$ cat src/design/lra_drive_pkg.sv
// Shared constants and types for the open-loop actuator drive register bank
package lra_drive_pkg;

  // Register offsets
  localparam logic [7:0] OFFSET_FALLBACK_SHAPE_CTRL = 8'h2c;
  localparam logic [7:0] OFFSET_PERIOD_HIGH = 8'h2e;
  localparam logic [7:0] OFFSET_PERIOD_LOW = 8'h2f;
  localparam logic [7:0] OFFSET_IMPEDANCE_COEF = 8'h30;

  // Field positions in the fallback and shape control register
  localparam int POS_AUTO_FALLBACK_ENABLE = 7;
  localparam int POS_ATTEMPT_COUNT_LSB = 5;
  localparam int POS_RESERVED_CTRL_LSB = 1;
  localparam int POS_DRIVE_SHAPE_SELECT = 0;

  // Values after reset
  localparam logic [7:0] RESET_FALLBACK_SHAPE_CTRL = 8'h00;
  localparam logic [7:0] RESET_PERIOD_HIGH = 8'h00;
  localparam logic [7:0] RESET_PERIOD_LOW = 8'hc6;
  localparam logic [7:0] RESET_IMPEDANCE_COEF = 8'h00;

  // Attempt count code 0 means this many missed attempts
  localparam logic [2:0] ATTEMPT_BASE = 3'h3;

  // Unit step of the drive period, in picoseconds, and clock period
  localparam int UNIT_STEP_PS = 24615000;
  localparam int CLK_PERIOD_PS = 10000;
  localparam int STEP_CYCLES = (UNIT_STEP_PS / CLK_PERIOD_PS < 1) ? 1 : UNIT_STEP_PS / CLK_PERIOD_PS;

  // Register access strobe from the serial interface engine
  typedef struct packed {
    logic [7:0] addr;
    logic [7:0] writeData;
    logic writeEn;
    logic readEn;
  } reg_access_type;

  // Drive decision towards the output stage
  typedef struct packed {
    logic openLoopActive;
    logic fallbackActive;
    logic driveSine;
    logic drivePolarity;
    logic periodStrobe;
    logic [9:0] stepIndex;
  } drive_out_type;

  // Fallback tracker states
  typedef enum logic [0:0] {
    TRACK_ARMED = 1'b0,
    TRACK_FALLBACK = 1'b1
  } track_state_type;

endpackage : lra_drive_pkg

$ cat src/design/lra_open_loop_drive_config.sv
// Configuration and status registers with fallback tracking for open-loop actuator drive
`timescale 1ns/1ps
module lra_open_loop_drive_config
  import lra_drive_pkg::*;
(
  input wire logic clk_sys,
  input wire logic reset,
  input wire reg_access_type regAccess,
  output logic [7:0] readData,
  output logic readValid,
  input wire logic playbackActive,
  input wire logic openLoopRequest,
  input wire logic zeroCrossingEvent,
  input wire logic zeroCrossingMiss,
  input wire logic impedanceCoefLoad,
  input wire logic [7:0] impedanceCoefValue,
  output drive_out_type driveOut
);

  // Register map, one byte per address:
  //   fallback and shape control: enable bit 7, attempt code 6:5, reserved 4:1, shape 0
  //   period high: reserved 7:2, period bits 9:8
  //   period low: period bits 7:0
  //   impedance coefficient: read only, loaded by the diagnostic run
  // Anything outside these addresses reads as zero and ignores writes.
  // Writes to the coefficient address are dropped, so a diagnostic load always wins.
  // The period halves land independently with no shadow copy, so a running
  // generator may see a half-updated code for one period; write both halves
  // while open-loop drive is idle.

  // Whole state of the register bank
  typedef struct packed {
    // Host-visible register fields
    logic autoFallbackEnable;
    logic [1:0] fallbackAttemptCount;
    logic [3:0] ctrlReserved;
    logic driveShapeSelect;
    logic [5:0] periodHighReserved;
    logic [9:0] fixedDrivePeriod;
    logic [7:0] impedanceCoef;
    // Internal tracking and read port
    logic [2:0] missCount;
    track_state_type track;
    logic [7:0] readData;
    logic readValid;
    // Shape actually applied to the drive
    logic driveSine;
  } bank_state_type;

  // Registered state and its next value
  bank_state_type state;
  bank_state_type next_state;
  logic openLoopActive; // Open-loop drive in effect
  logic genPolarity; // Generator outputs
  logic genStrobe;
  logic [9:0] genStep;

  // Miss threshold from the two-bit attempt code
  // Codes 0 to 3 give 3 to 6 consecutive misses
  function automatic logic [2:0] attempt_limit(input logic [1:0] code);
    attempt_limit = ATTEMPT_BASE + {1'b0, code};
  endfunction : attempt_limit

  // Read mux for one register
  // Unmapped addresses read as zero; reserved bits read back as written
  function automatic logic [7:0] read_mux(input bank_state_type s, input logic [7:0] addr);
    case (addr)
      OFFSET_FALLBACK_SHAPE_CTRL: read_mux = {s.autoFallbackEnable, s.fallbackAttemptCount,
                                              s.ctrlReserved, s.driveShapeSelect};
      OFFSET_PERIOD_HIGH: read_mux = {s.periodHighReserved, s.fixedDrivePeriod[9:8]};
      OFFSET_PERIOD_LOW: read_mux = s.fixedDrivePeriod[7:0];
      OFFSET_IMPEDANCE_COEF: read_mux = s.impedanceCoef;
      default: read_mux = 8'h00;
    endcase
  endfunction : read_mux

  // Open loop runs on request or after a fallback
  assign openLoopActive = openLoopRequest || (state.track == TRACK_FALLBACK);

  // Within one cycle a crossing, idle playback or a disabled fallback clears
  // the miss tally ahead of any miss, so a crossing beats a simultaneous miss.
  // Software open loop suspends counting; only the automatic path forces the
  // square shape, software open loop keeps the selected one.
  // Register writes, read answers, fallback tracking
  always_comb begin
    next_state = state;
    next_state.readValid = 1'b0;

    // Register writes
    if (regAccess.writeEn) begin
      case (regAccess.addr)
        // Control fields
        OFFSET_FALLBACK_SHAPE_CTRL: begin
          next_state.autoFallbackEnable = regAccess.writeData[POS_AUTO_FALLBACK_ENABLE];
          next_state.fallbackAttemptCount = regAccess.writeData[POS_ATTEMPT_COUNT_LSB +: 2];
          next_state.ctrlReserved = regAccess.writeData[POS_RESERVED_CTRL_LSB +: 4];
          next_state.driveShapeSelect = regAccess.writeData[POS_DRIVE_SHAPE_SELECT];
        end
        // Reserved bits and period bits 9:8
        OFFSET_PERIOD_HIGH: begin
          next_state.periodHighReserved = regAccess.writeData[7:2];
          next_state.fixedDrivePeriod[9:8] = regAccess.writeData[1:0];
        end
        // Period bits 7:0
        OFFSET_PERIOD_LOW: begin
          next_state.fixedDrivePeriod[7:0] = regAccess.writeData;
        end
        default: begin
          // Coefficient is read-only, other addresses ignore writes
        end
      endcase
    end

    // Diagnostic run deposits its coefficient
    if (impedanceCoefLoad) begin
      next_state.impedanceCoef = impedanceCoefValue;
    end

    // Read answer, one cycle after the strobe
    // With both strobes in one cycle the read returns the value before the write
    if (regAccess.readEn) begin
      next_state.readData = read_mux(state, regAccess.addr);
      next_state.readValid = 1'b1;
    end

    // Fallback tracker
    case (state.track)
      TRACK_ARMED: begin
        // Closed loop tracking counts consecutive misses
        if (!playbackActive || !state.autoFallbackEnable || zeroCrossingEvent) begin
          // Good crossing or idle clears the miss tally; disabled means no fallback
          next_state.missCount = '0;
        end else if (zeroCrossingMiss && !openLoopRequest) begin
          // The miss that reaches the limit switches to open loop
          if (state.missCount + 3'h1 >= attempt_limit(state.fallbackAttemptCount)) begin
            next_state.track = TRACK_FALLBACK;
            next_state.missCount = '0;
          end else begin
            next_state.missCount = state.missCount + 3'h1;
          end
        end
      end
      TRACK_FALLBACK: begin
        // Hold open loop until the waveform ends
        if (!playbackActive) begin
          next_state.track = TRACK_ARMED;
        end
      end
      default: begin
        // Unused encoding returns to closed loop
        next_state.track = TRACK_ARMED;
      end
    endcase

    // Effective shape: fallback forces square
    // Taken from the next state so shape and mode change in the same cycle
    if (next_state.track == TRACK_FALLBACK) begin
      next_state.driveSine = 1'b0;
    end else begin
      next_state.driveSine = next_state.driveShapeSelect;
    end
  end

  // State register
  always_ff @(posedge clk_sys) begin
    if (reset) begin
      // Register fields to their values after reset, tracker re-armed
      state.autoFallbackEnable <= RESET_FALLBACK_SHAPE_CTRL[POS_AUTO_FALLBACK_ENABLE];
      state.fallbackAttemptCount <= RESET_FALLBACK_SHAPE_CTRL[POS_ATTEMPT_COUNT_LSB +: 2];
      state.ctrlReserved <= RESET_FALLBACK_SHAPE_CTRL[POS_RESERVED_CTRL_LSB +: 4];
      state.driveShapeSelect <= RESET_FALLBACK_SHAPE_CTRL[POS_DRIVE_SHAPE_SELECT];
      state.periodHighReserved <= RESET_PERIOD_HIGH[7:2];
      state.fixedDrivePeriod <= {RESET_PERIOD_HIGH[1:0], RESET_PERIOD_LOW};
      state.impedanceCoef <= RESET_IMPEDANCE_COEF;
      state.missCount <= '0;
      state.track <= TRACK_ARMED;
      // Read port idle, square shape
      state.readData <= 8'h00;
      state.readValid <= 1'b0;
      state.driveSine <= 1'b0;
    end else begin
      state <= next_state;
    end
  end

  // Period generator, runs only while open-loop drive plays
  // It restarts from step zero whenever run drops, so each playback
  // begins on a fresh period with polarity low
  open_loop_period_gen #(
    .PERIOD_WIDTH(10)
  ) u_period_gen (
    .clk_sys(clk_sys),
    .reset(reset),
    .run(openLoopActive && playbackActive),
    .periodCode(state.fixedDrivePeriod),
    .drivePolarity(genPolarity),
    .periodStrobe(genStrobe),
    .stepIndex(genStep)
  );

  // Outputs
  // Read port
  assign readData = state.readData;
  assign readValid = state.readValid;
  // Drive decision; the open-loop flag follows the request without delay
  assign driveOut.openLoopActive = openLoopActive;
  assign driveOut.fallbackActive = (state.track == TRACK_FALLBACK);
  assign driveOut.driveSine = state.driveSine;
  assign driveOut.drivePolarity = genPolarity;
  assign driveOut.periodStrobe = genStrobe;
  assign driveOut.stepIndex = genStep;

endmodule : lra_open_loop_drive_config

$ cat src/design/open_loop_period_gen.sv
// Open-loop period generator stepping in unit steps of the drive period
`timescale 1ns/1ps
module open_loop_period_gen
  import lra_drive_pkg::*;
#(
  parameter int PERIOD_WIDTH = 10
) (
  input wire logic clk_sys,
  input wire logic reset,
  input wire logic run,
  input wire logic [PERIOD_WIDTH-1:0] periodCode,
  output logic drivePolarity,
  output logic periodStrobe,
  output logic [PERIOD_WIDTH-1:0] stepIndex
);

  // Whole state of the generator
  typedef struct packed {
    logic [11:0] stepDiv;
    logic [PERIOD_WIDTH-1:0] stepCount;
    logic polarity;
    logic strobe;
  } gen_state_type;

  gen_state_type state;
  gen_state_type next_state;
  logic [PERIOD_WIDTH-1:0] halfCode; // Step at which the polarity flips mid-period

  assign halfCode = periodCode >> 1;

  // Divide clock into unit steps, count steps, flip polarity each half period
  always_comb begin
    next_state = state;
    next_state.strobe = 1'b0;
    if (!run || periodCode == '0) begin
      // Stopped, or a zero period which cannot be driven
      next_state = '0;
    end else if (state.stepDiv == 12'(STEP_CYCLES - 1)) begin
      next_state.stepDiv = '0;
      if (state.stepCount == periodCode - 1'b1) begin
        // Period complete
        next_state.stepCount = '0;
        next_state.polarity = ~state.polarity;
        next_state.strobe = 1'b1;
      end else begin
        next_state.stepCount = state.stepCount + 1'b1;
        // Mid-period flip, skipped for a one-step period
        if (halfCode != '0 && state.stepCount == halfCode - 1'b1) begin
          next_state.polarity = ~state.polarity;
        end
      end
    end else begin
      next_state.stepDiv = state.stepDiv + 12'h001;
    end
  end

  // State register
  always_ff @(posedge clk_sys) begin
    if (reset) begin
      state <= '0;
    end else begin
      state <= next_state;
    end
  end

  assign drivePolarity = state.polarity;
  assign periodStrobe = state.strobe;
  assign stepIndex = state.stepCount;

endmodule : open_loop_period_gen

$ cat config.mk
export PLATFORM = sky130hd
export DESIGN_NAME = lra_open_loop_drive_config
export DESIGN_NICKNAME = d
export VERILOG_FILES = /design/src/design/lra_drive_pkg.sv /design/src/design/lra_open_loop_drive_config.sv /design/src/design/open_loop_period_gen.sv
export SDC_FILE = /design/constraint.sdc
export NUM_CORES = 1
export LEC_CHECK = 0
export BUFFER_PORTS_ARGS = -buffer_cell sky130_fd_sc_hd__buf_2
export CORE_MARGIN = 3
export CORE_UTILIZATION = 59
export CTS_BUF_LIST = sky130_fd_sc_hd__clkbuf_4
export DETAILED_ROUTE_END_ITERATION = 12
export HOLD_SLACK_MARGIN = 0.1
export PLACE_DENSITY = 0.83
export SLEW_MARGIN = 20
export SYNTH_ARGS = -nofsm -noshare
export SYNTH_HDL_FRONTEND = slang
export SYNTH_SLANG_ARGS = --single-unit
export TNS_END_PERCENT = 5
$ cat constraint.sdc
create_clock -name clk_sys -period 5.6 [get_ports clk_sys]
set_clock_uncertainty 0.2 [all_clocks]
set_input_delay 0.56 -clock clk_sys [delete_from_list [all_inputs] [get_ports clk_sys]]
set_output_delay 0.56 -clock clk_sys [all_outputs]
set_load 0.02 [all_outputs]
Yosys cells after proc, flatten, opt, wreduce, memory -nomap -nowiden
Cells that the tools add are included.

word-level totals
  output and inout port bits = 24
  bits of input ports = 33
  bits in registers = 70

operators by class
  eq/ne operators = 7
  reduce and logical (&&, ||, !) cells = 24
  bitwise gates (word level) = 3
  order comparisons = 1
  add/sub/neg operators = 6
  mux-type cells = 16

operators with widths
  kind                   number
  $eq 8x6->1 const B     4
  $pmux 8 s4             1
  $eq 10x10->1           2
  $mux 17                1
  $mux 8                 2
  $add 12x1->12 const B  1
  $eq 12x12->1 const B   1
  $mux 11                1
  $add 10x1->10 const B  1
  $logic_not 10->1       1
  $reduce_and 2->1       5
  $reduce_bool 10->1     1
  $sub 10x1->10 const B  1
  $sub 9x1->10 const B   1
  $mux 1                 7
  $mux 3                 2
  $reduce_or 3->1        2
  $logic_not 1->1        4
  $logic_or 1x1->1       4
  $mux 4                 1
  $reduce_bool 2->1      2
  $reduce_or 2->1        2
  $add 2x2->3 const A    1
  $add 3x1->3 const B    1
  other kinds (4)        8

Logic depth before layout (Yosys ltp)
  word-level depth = 7
  depth in mapped cells = 10
  depth with buffers taken out = 9

Cells and area by module
From an unflattened synthesis, not the netlist that was laid out.

unflattened totals
  cell total of the unflattened synthesis = 459
  area total of the unflattened synthesis = 4042.6 µm²

by module, submodules not included
  module                      area each (µm²)  cells an instance  instances
  lra_open_loop_drive_config  2189.6           218                1
  open_loop_period_gen        1853.0           241                1

Worst setup path before layout
No wires, ideal clock.

  path kind = register -> register
  start point = register state[24] (netlist name)
  end point = register u_period_gen.state, in the netlist u_period_gen.drivePolarity
  slack = 3.274 ns
  buffers on the path = 1
  arrival = 2.011 ns
  stages on the path, launching flop included = 11
  setup time = 0.115 ns
  data required time = 5.285 ns
  clock period less this slack = 2.326 ns
  cell sequence = dfxtp_1 > clkbuf_1 > inv_1 > ha_1 > nor2b_1 > nand4_1 > xnor2_1 > o31ai_2 > nand4_2 > and3_1 > o21ba_1

on the way
  word-level cells in the longest chain between the ends = 5

RTL lines
  item                                RTL line                           RTL
  from (decl)                         lra_open_loop_drive_config.sv:51   bank_state_type state;
  from (signal assigned)              lra_open_loop_drive_config.sv:182  state <= next_state;
  $sub 9x1->10                        open_loop_period_gen.sv:48         if (halfCode != '0 && state.stepCount == halfCode - 1'b1) begin
  $eq 10x10->1                        open_loop_period_gen.sv:48
  $logic_and 1x1->1                   open_loop_period_gen.sv:48
  $reduce_bool 2->1 (no source line)  -
  $reduce_and 2->1 (no source line)   -
  to (signal assigned)                open_loop_period_gen.sv:62         state <= next_state;
  to (decl)                           open_loop_period_gen.sv:25         gen_state_type state;

Parallel ways exist; a longest one is shown, timed or not.
A chain may end at the register's enable or synchronous reset.

Worst setup path in the final report
  start point = input port regAccess[17] (netlist name)
  end point = register state, in the netlist driveOut[12]

on the way
  word-level cells in the longest chain between the ends = 3

RTL lines
  item         RTL line                          RTL
  from (decl)  lra_open_loop_drive_config.sv:8   input wire reg_access_type regAccess,
  $eq 8x6->1   lra_open_loop_drive_config.sv:91  case (regAccess.addr)
  $mux 1       lra_open_loop_drive_config.sv:91
  $mux 17      lra_open_loop_drive_config.sv:90  if (regAccess.writeEn) begin

Every way passes these cells.

==> run_results.csv <==
group,metric,value,unit
logic_synthesis,synth_top_area_frac,0.3698,
floorplanning,initial_util,0.6253,
floorplanning,die_area,7421,sq um
sta,final_number_of_setup_violating_endpoints,0,
worst_setup_path,worstSetupPathType,"primary input to flop",
final_layout,layout-area-overhead-vs-synth,6.603,%
global_routing,grt_overflow,0,
logic_synthesis,postSynthAreaPerCell,8.098,sq um
logic_synthesis,dominantRegCellSynth,"dfxtp_1",
sta,worst_pin_slew,958.1,ps
logic_synthesis,yosys-top-cells-area,"dfxtp_1, xor2_1, a21oi_1",
floorplanning,die_width,86.15,microns
clock_network,htree_num_levels,3,
route,wirelength,8173,microns
global_routing,grt_util_all_layers,0.2309,
clock_network,cts_sinks,70,
worst_hold_path,hold_path_class,"primary input to flop",
worst_hold_path,min_path_cells,3,
route,vias_per_cell,5.871,
floorplanning,placeableCoreArea,6061,sq um
placement,globalplace.congestion,0.8525,
final_layout,post_route_cells_drive_above_1_share,0.1694,
worst_setup_path,end_kind,"flop",
worst_setup_path,worst-r2r-cell-count,9,
final_layout,layout_filler_cell_count,518,
route,drt_pre_antenna_iters,5,
route,route.detailed.drc,0,
sta,rsz0062_at_grt,"no",
sta,final-max-slew-violation-count,0,
run_status,result_of_the_run,"finished clean",
placement,dp_slack,2634,ps
worst_setup_path,worst-endpoint-required,5730,ps
route,dr_total_vias,3317,
global_routing,grt_max_degree,47,
final_layout,diodes,0,
sta,fin_crit_sh,0.4673,
clock_network,clk_pin_slew,130,ps
global_routing,grt_antenna_before_repair,0,
final_layout,nets,528,
pwr,worst_vdd_rail_ir_drop,169.8,uV
sta,timing_hold_violations_final,0,
pwr,leakagePower,1.669,nW
sta,final_period_minus_worst_setup_slack,2617,ps
clock_network,cts_max_path_buffers,2,
logic_synthesis,asyncSetResetFlopFracSynth,0,
pwr,p_per_area,227.1,nW/um^2
sta,final.setup.worst_slack,2983,ps
run,max_cap_viol_count,0,
clock_network,cts.hold.buffers_added,0,
sta,achievable_frequency,0.3822,GHz
worst_setup_path,cp_data_arrival_time,2740,ps
logic_synthesis,yosys_register_bits,70,
clock_network,cts_resized,0,
route,dr.first_iter.drc_count,310,
clock_network,tritoncts,"yes",
final_layout,combined_area_of_the_multi_input_logic_cells,2029,sq um
logic_synthesis,synth-edff-count,0,
floorplanning,chipHeight,86.15,microns
global_routing,via_count_of_the_first_global_routing_pass,2999,
final_layout,register_area,1401,sq um
pwr,overall_power_of_the_completed_layout,0.0009173,W
logic_synthesis,synth.yosys.warnings,0,
placement,place.detailed.hpwl,5948,microns
clock_network,cts-buffers-inserted,9,
logic_synthesis,synth_cell_types,52,
sta,finalSetupTns,0,ps
logic_synthesis,synth.yosys.seq_area_share,0.3698,
placement,io_buffer_count,56,
sta,relSlewSlack,0.3578,
clock_network,cts-root-buf,"clkbuf_4",
route,post_drt_wl_per_cell,14.47,microns
global_routing,grt_pass1_wl,13700,microns
clock_network,clkLatencyLatePin,420,ps
logic_synthesis,synth_area,3790,sq um
logic_synthesis,mapped_cells,468,
worst_setup_path,worstPathMaxFanout,17,
logic_synthesis,synth_top_area_cell,"dfxtp_1",
route,ant_nets,0,
worst_setup_path,critical_path.startpoint_type,"primary input",
floorplanning,floorplan.rows,28,
floorplanning,io_pins,57,
clock_network,postCtsSetupRepairBufs,0,
logic_synthesis,synth.net_count,511,
-- stage by stage --
stage	utilization	cells	hold WS [ps]	cell area, sq um
4_1_cts	0.6666	565	149.2	4040
2_1_floorplan	-	468	236.0	3790
3_3_place_gp	0.6396	549	241.6	3876
3_5_place_dp	0.6396	549	250.3	3876
5_1_grt	0.6666	565	151.2	4040
6_report	0.6666	565	160.0	4040
-- power breakdown --
group | internal [W] | switching [W] | total, W | leakage, nW
clock network | 0.000182 | 0.000189 | 0.000371 | 0.0903
logic | 0.0000153 | 0.0000254 | 0.0000407 | 1.01
registers | 0.000502 | 0.00000334 | 0.000506 | 0.566
-- synthesized netlist by cell type, types with 2 or more instances --
master / count
buf_1: 2
nor4bb_1: 2
a21o_1: 3
dfxtp_1: 70
ha_1: 10
buf_4: 23
o21ai_1: 2
nand2b_1: 3
a22oi_1: 3
nor3_2: 3
o21ai_0: 3
and3_1: 9
inv_1: 18
nand4_1: 6
a31oi_1: 2
a222oi_1: 8
a21oi_1: 44
mux2i_1: 10
xnor2_1: 14
a211o_1: 4
clkbuf_1: 19
nor4_1: 4
xor2_1: 27
nand3_1: 33
buf_2: 5
nor3b_1: 4
nor3_1: 5
nand2_1: 50
nor2_1: 56
nor2b_1: 3
o211ai_1: 2
-- worst paths after layout --
kind	start	endpoint	slack, ps
worst max-delay path	regAccess[17]	driveOut[12]	2980
worst min-delay path	impedanceCoefValue[7]	state[21]	160
worst max register to register	state[24]	u_period_gen.drivePolarity	3050
worst min register to register	state[34]	state[34]	270
-- cells by family after synthesis --
kind of cell	Yosys count	share of synthesized area
buffers and inverters	69	0.09475
AND/OR/NAND/NOR	190	0.2476
XOR/XNOR	41	0.09475
flip-flops	70	0.3698
AO/OA/AOI/OAI	77	0.1307
adder cells (fa/ha/maj)	10	0.03301
multiplexers	11	0.02938
-- placed cells by master (no fill, tap or decap), types with 4 or more instances in the layout --
master	count
a211o_1	4
nand2_1	50
clkbuf_4	9
and3_1	9
nor2_1	56
xnor2_1	14
nand4_1	6
nor3_1	5
nor3b_1	4
a21oi_1	44
inv_1	18
ha_1	10
dfxtp_1	70
mux2i_1	10
a222oi_1	8
nor4_1	4
xor2_1	27
buf_2	56
nand3_1	33
-- per-layer routing --
| layer | vias up | wire (microns) | global-route usage |
|---|---|---|---|
| met4 | 0 | 210 | 0.1079 |
| met3 | 24 | 576 | 0.05764 |
| met2 | 122 | 3776 | 0.3602 |
| met1 | 1547 | 3611 | 0.2988 |
| li1 | 1624 | - | - |
| met5 | - | 0 | 0 |
-- registers in the layout, summed over array words and instances, names as in the netlist --
name	flops
u_period_gen.periodStrobe	1
u_period_gen.drivePolarity	1
u_period_gen.state	12
state	35
readValid	1
readData	8
u_period_gen.stepIndex	10
driveOut	2
-- layout make-up --
cell class / instances / area share
clock buffers: 9 / 0.01672
repair buffers: 56 / 0.06937
inverters: 19 / 0.01765
multi-input cells: 329 / 0.5023
clock inverters: 7 / 0.02385
flip-flops and latches: 70 / 0.3469
well taps: 75 / 0.02323
-- worst max-delay path, cell delays in order --
cell and delay (ps):
buf_2 100, nor3b_1 230, nand4b_1 260, nor3_2 790, nand2_1 380, nand2_1 150, a21oi_1 90, and2_1 180
Power figures use the tool's default switching activity.
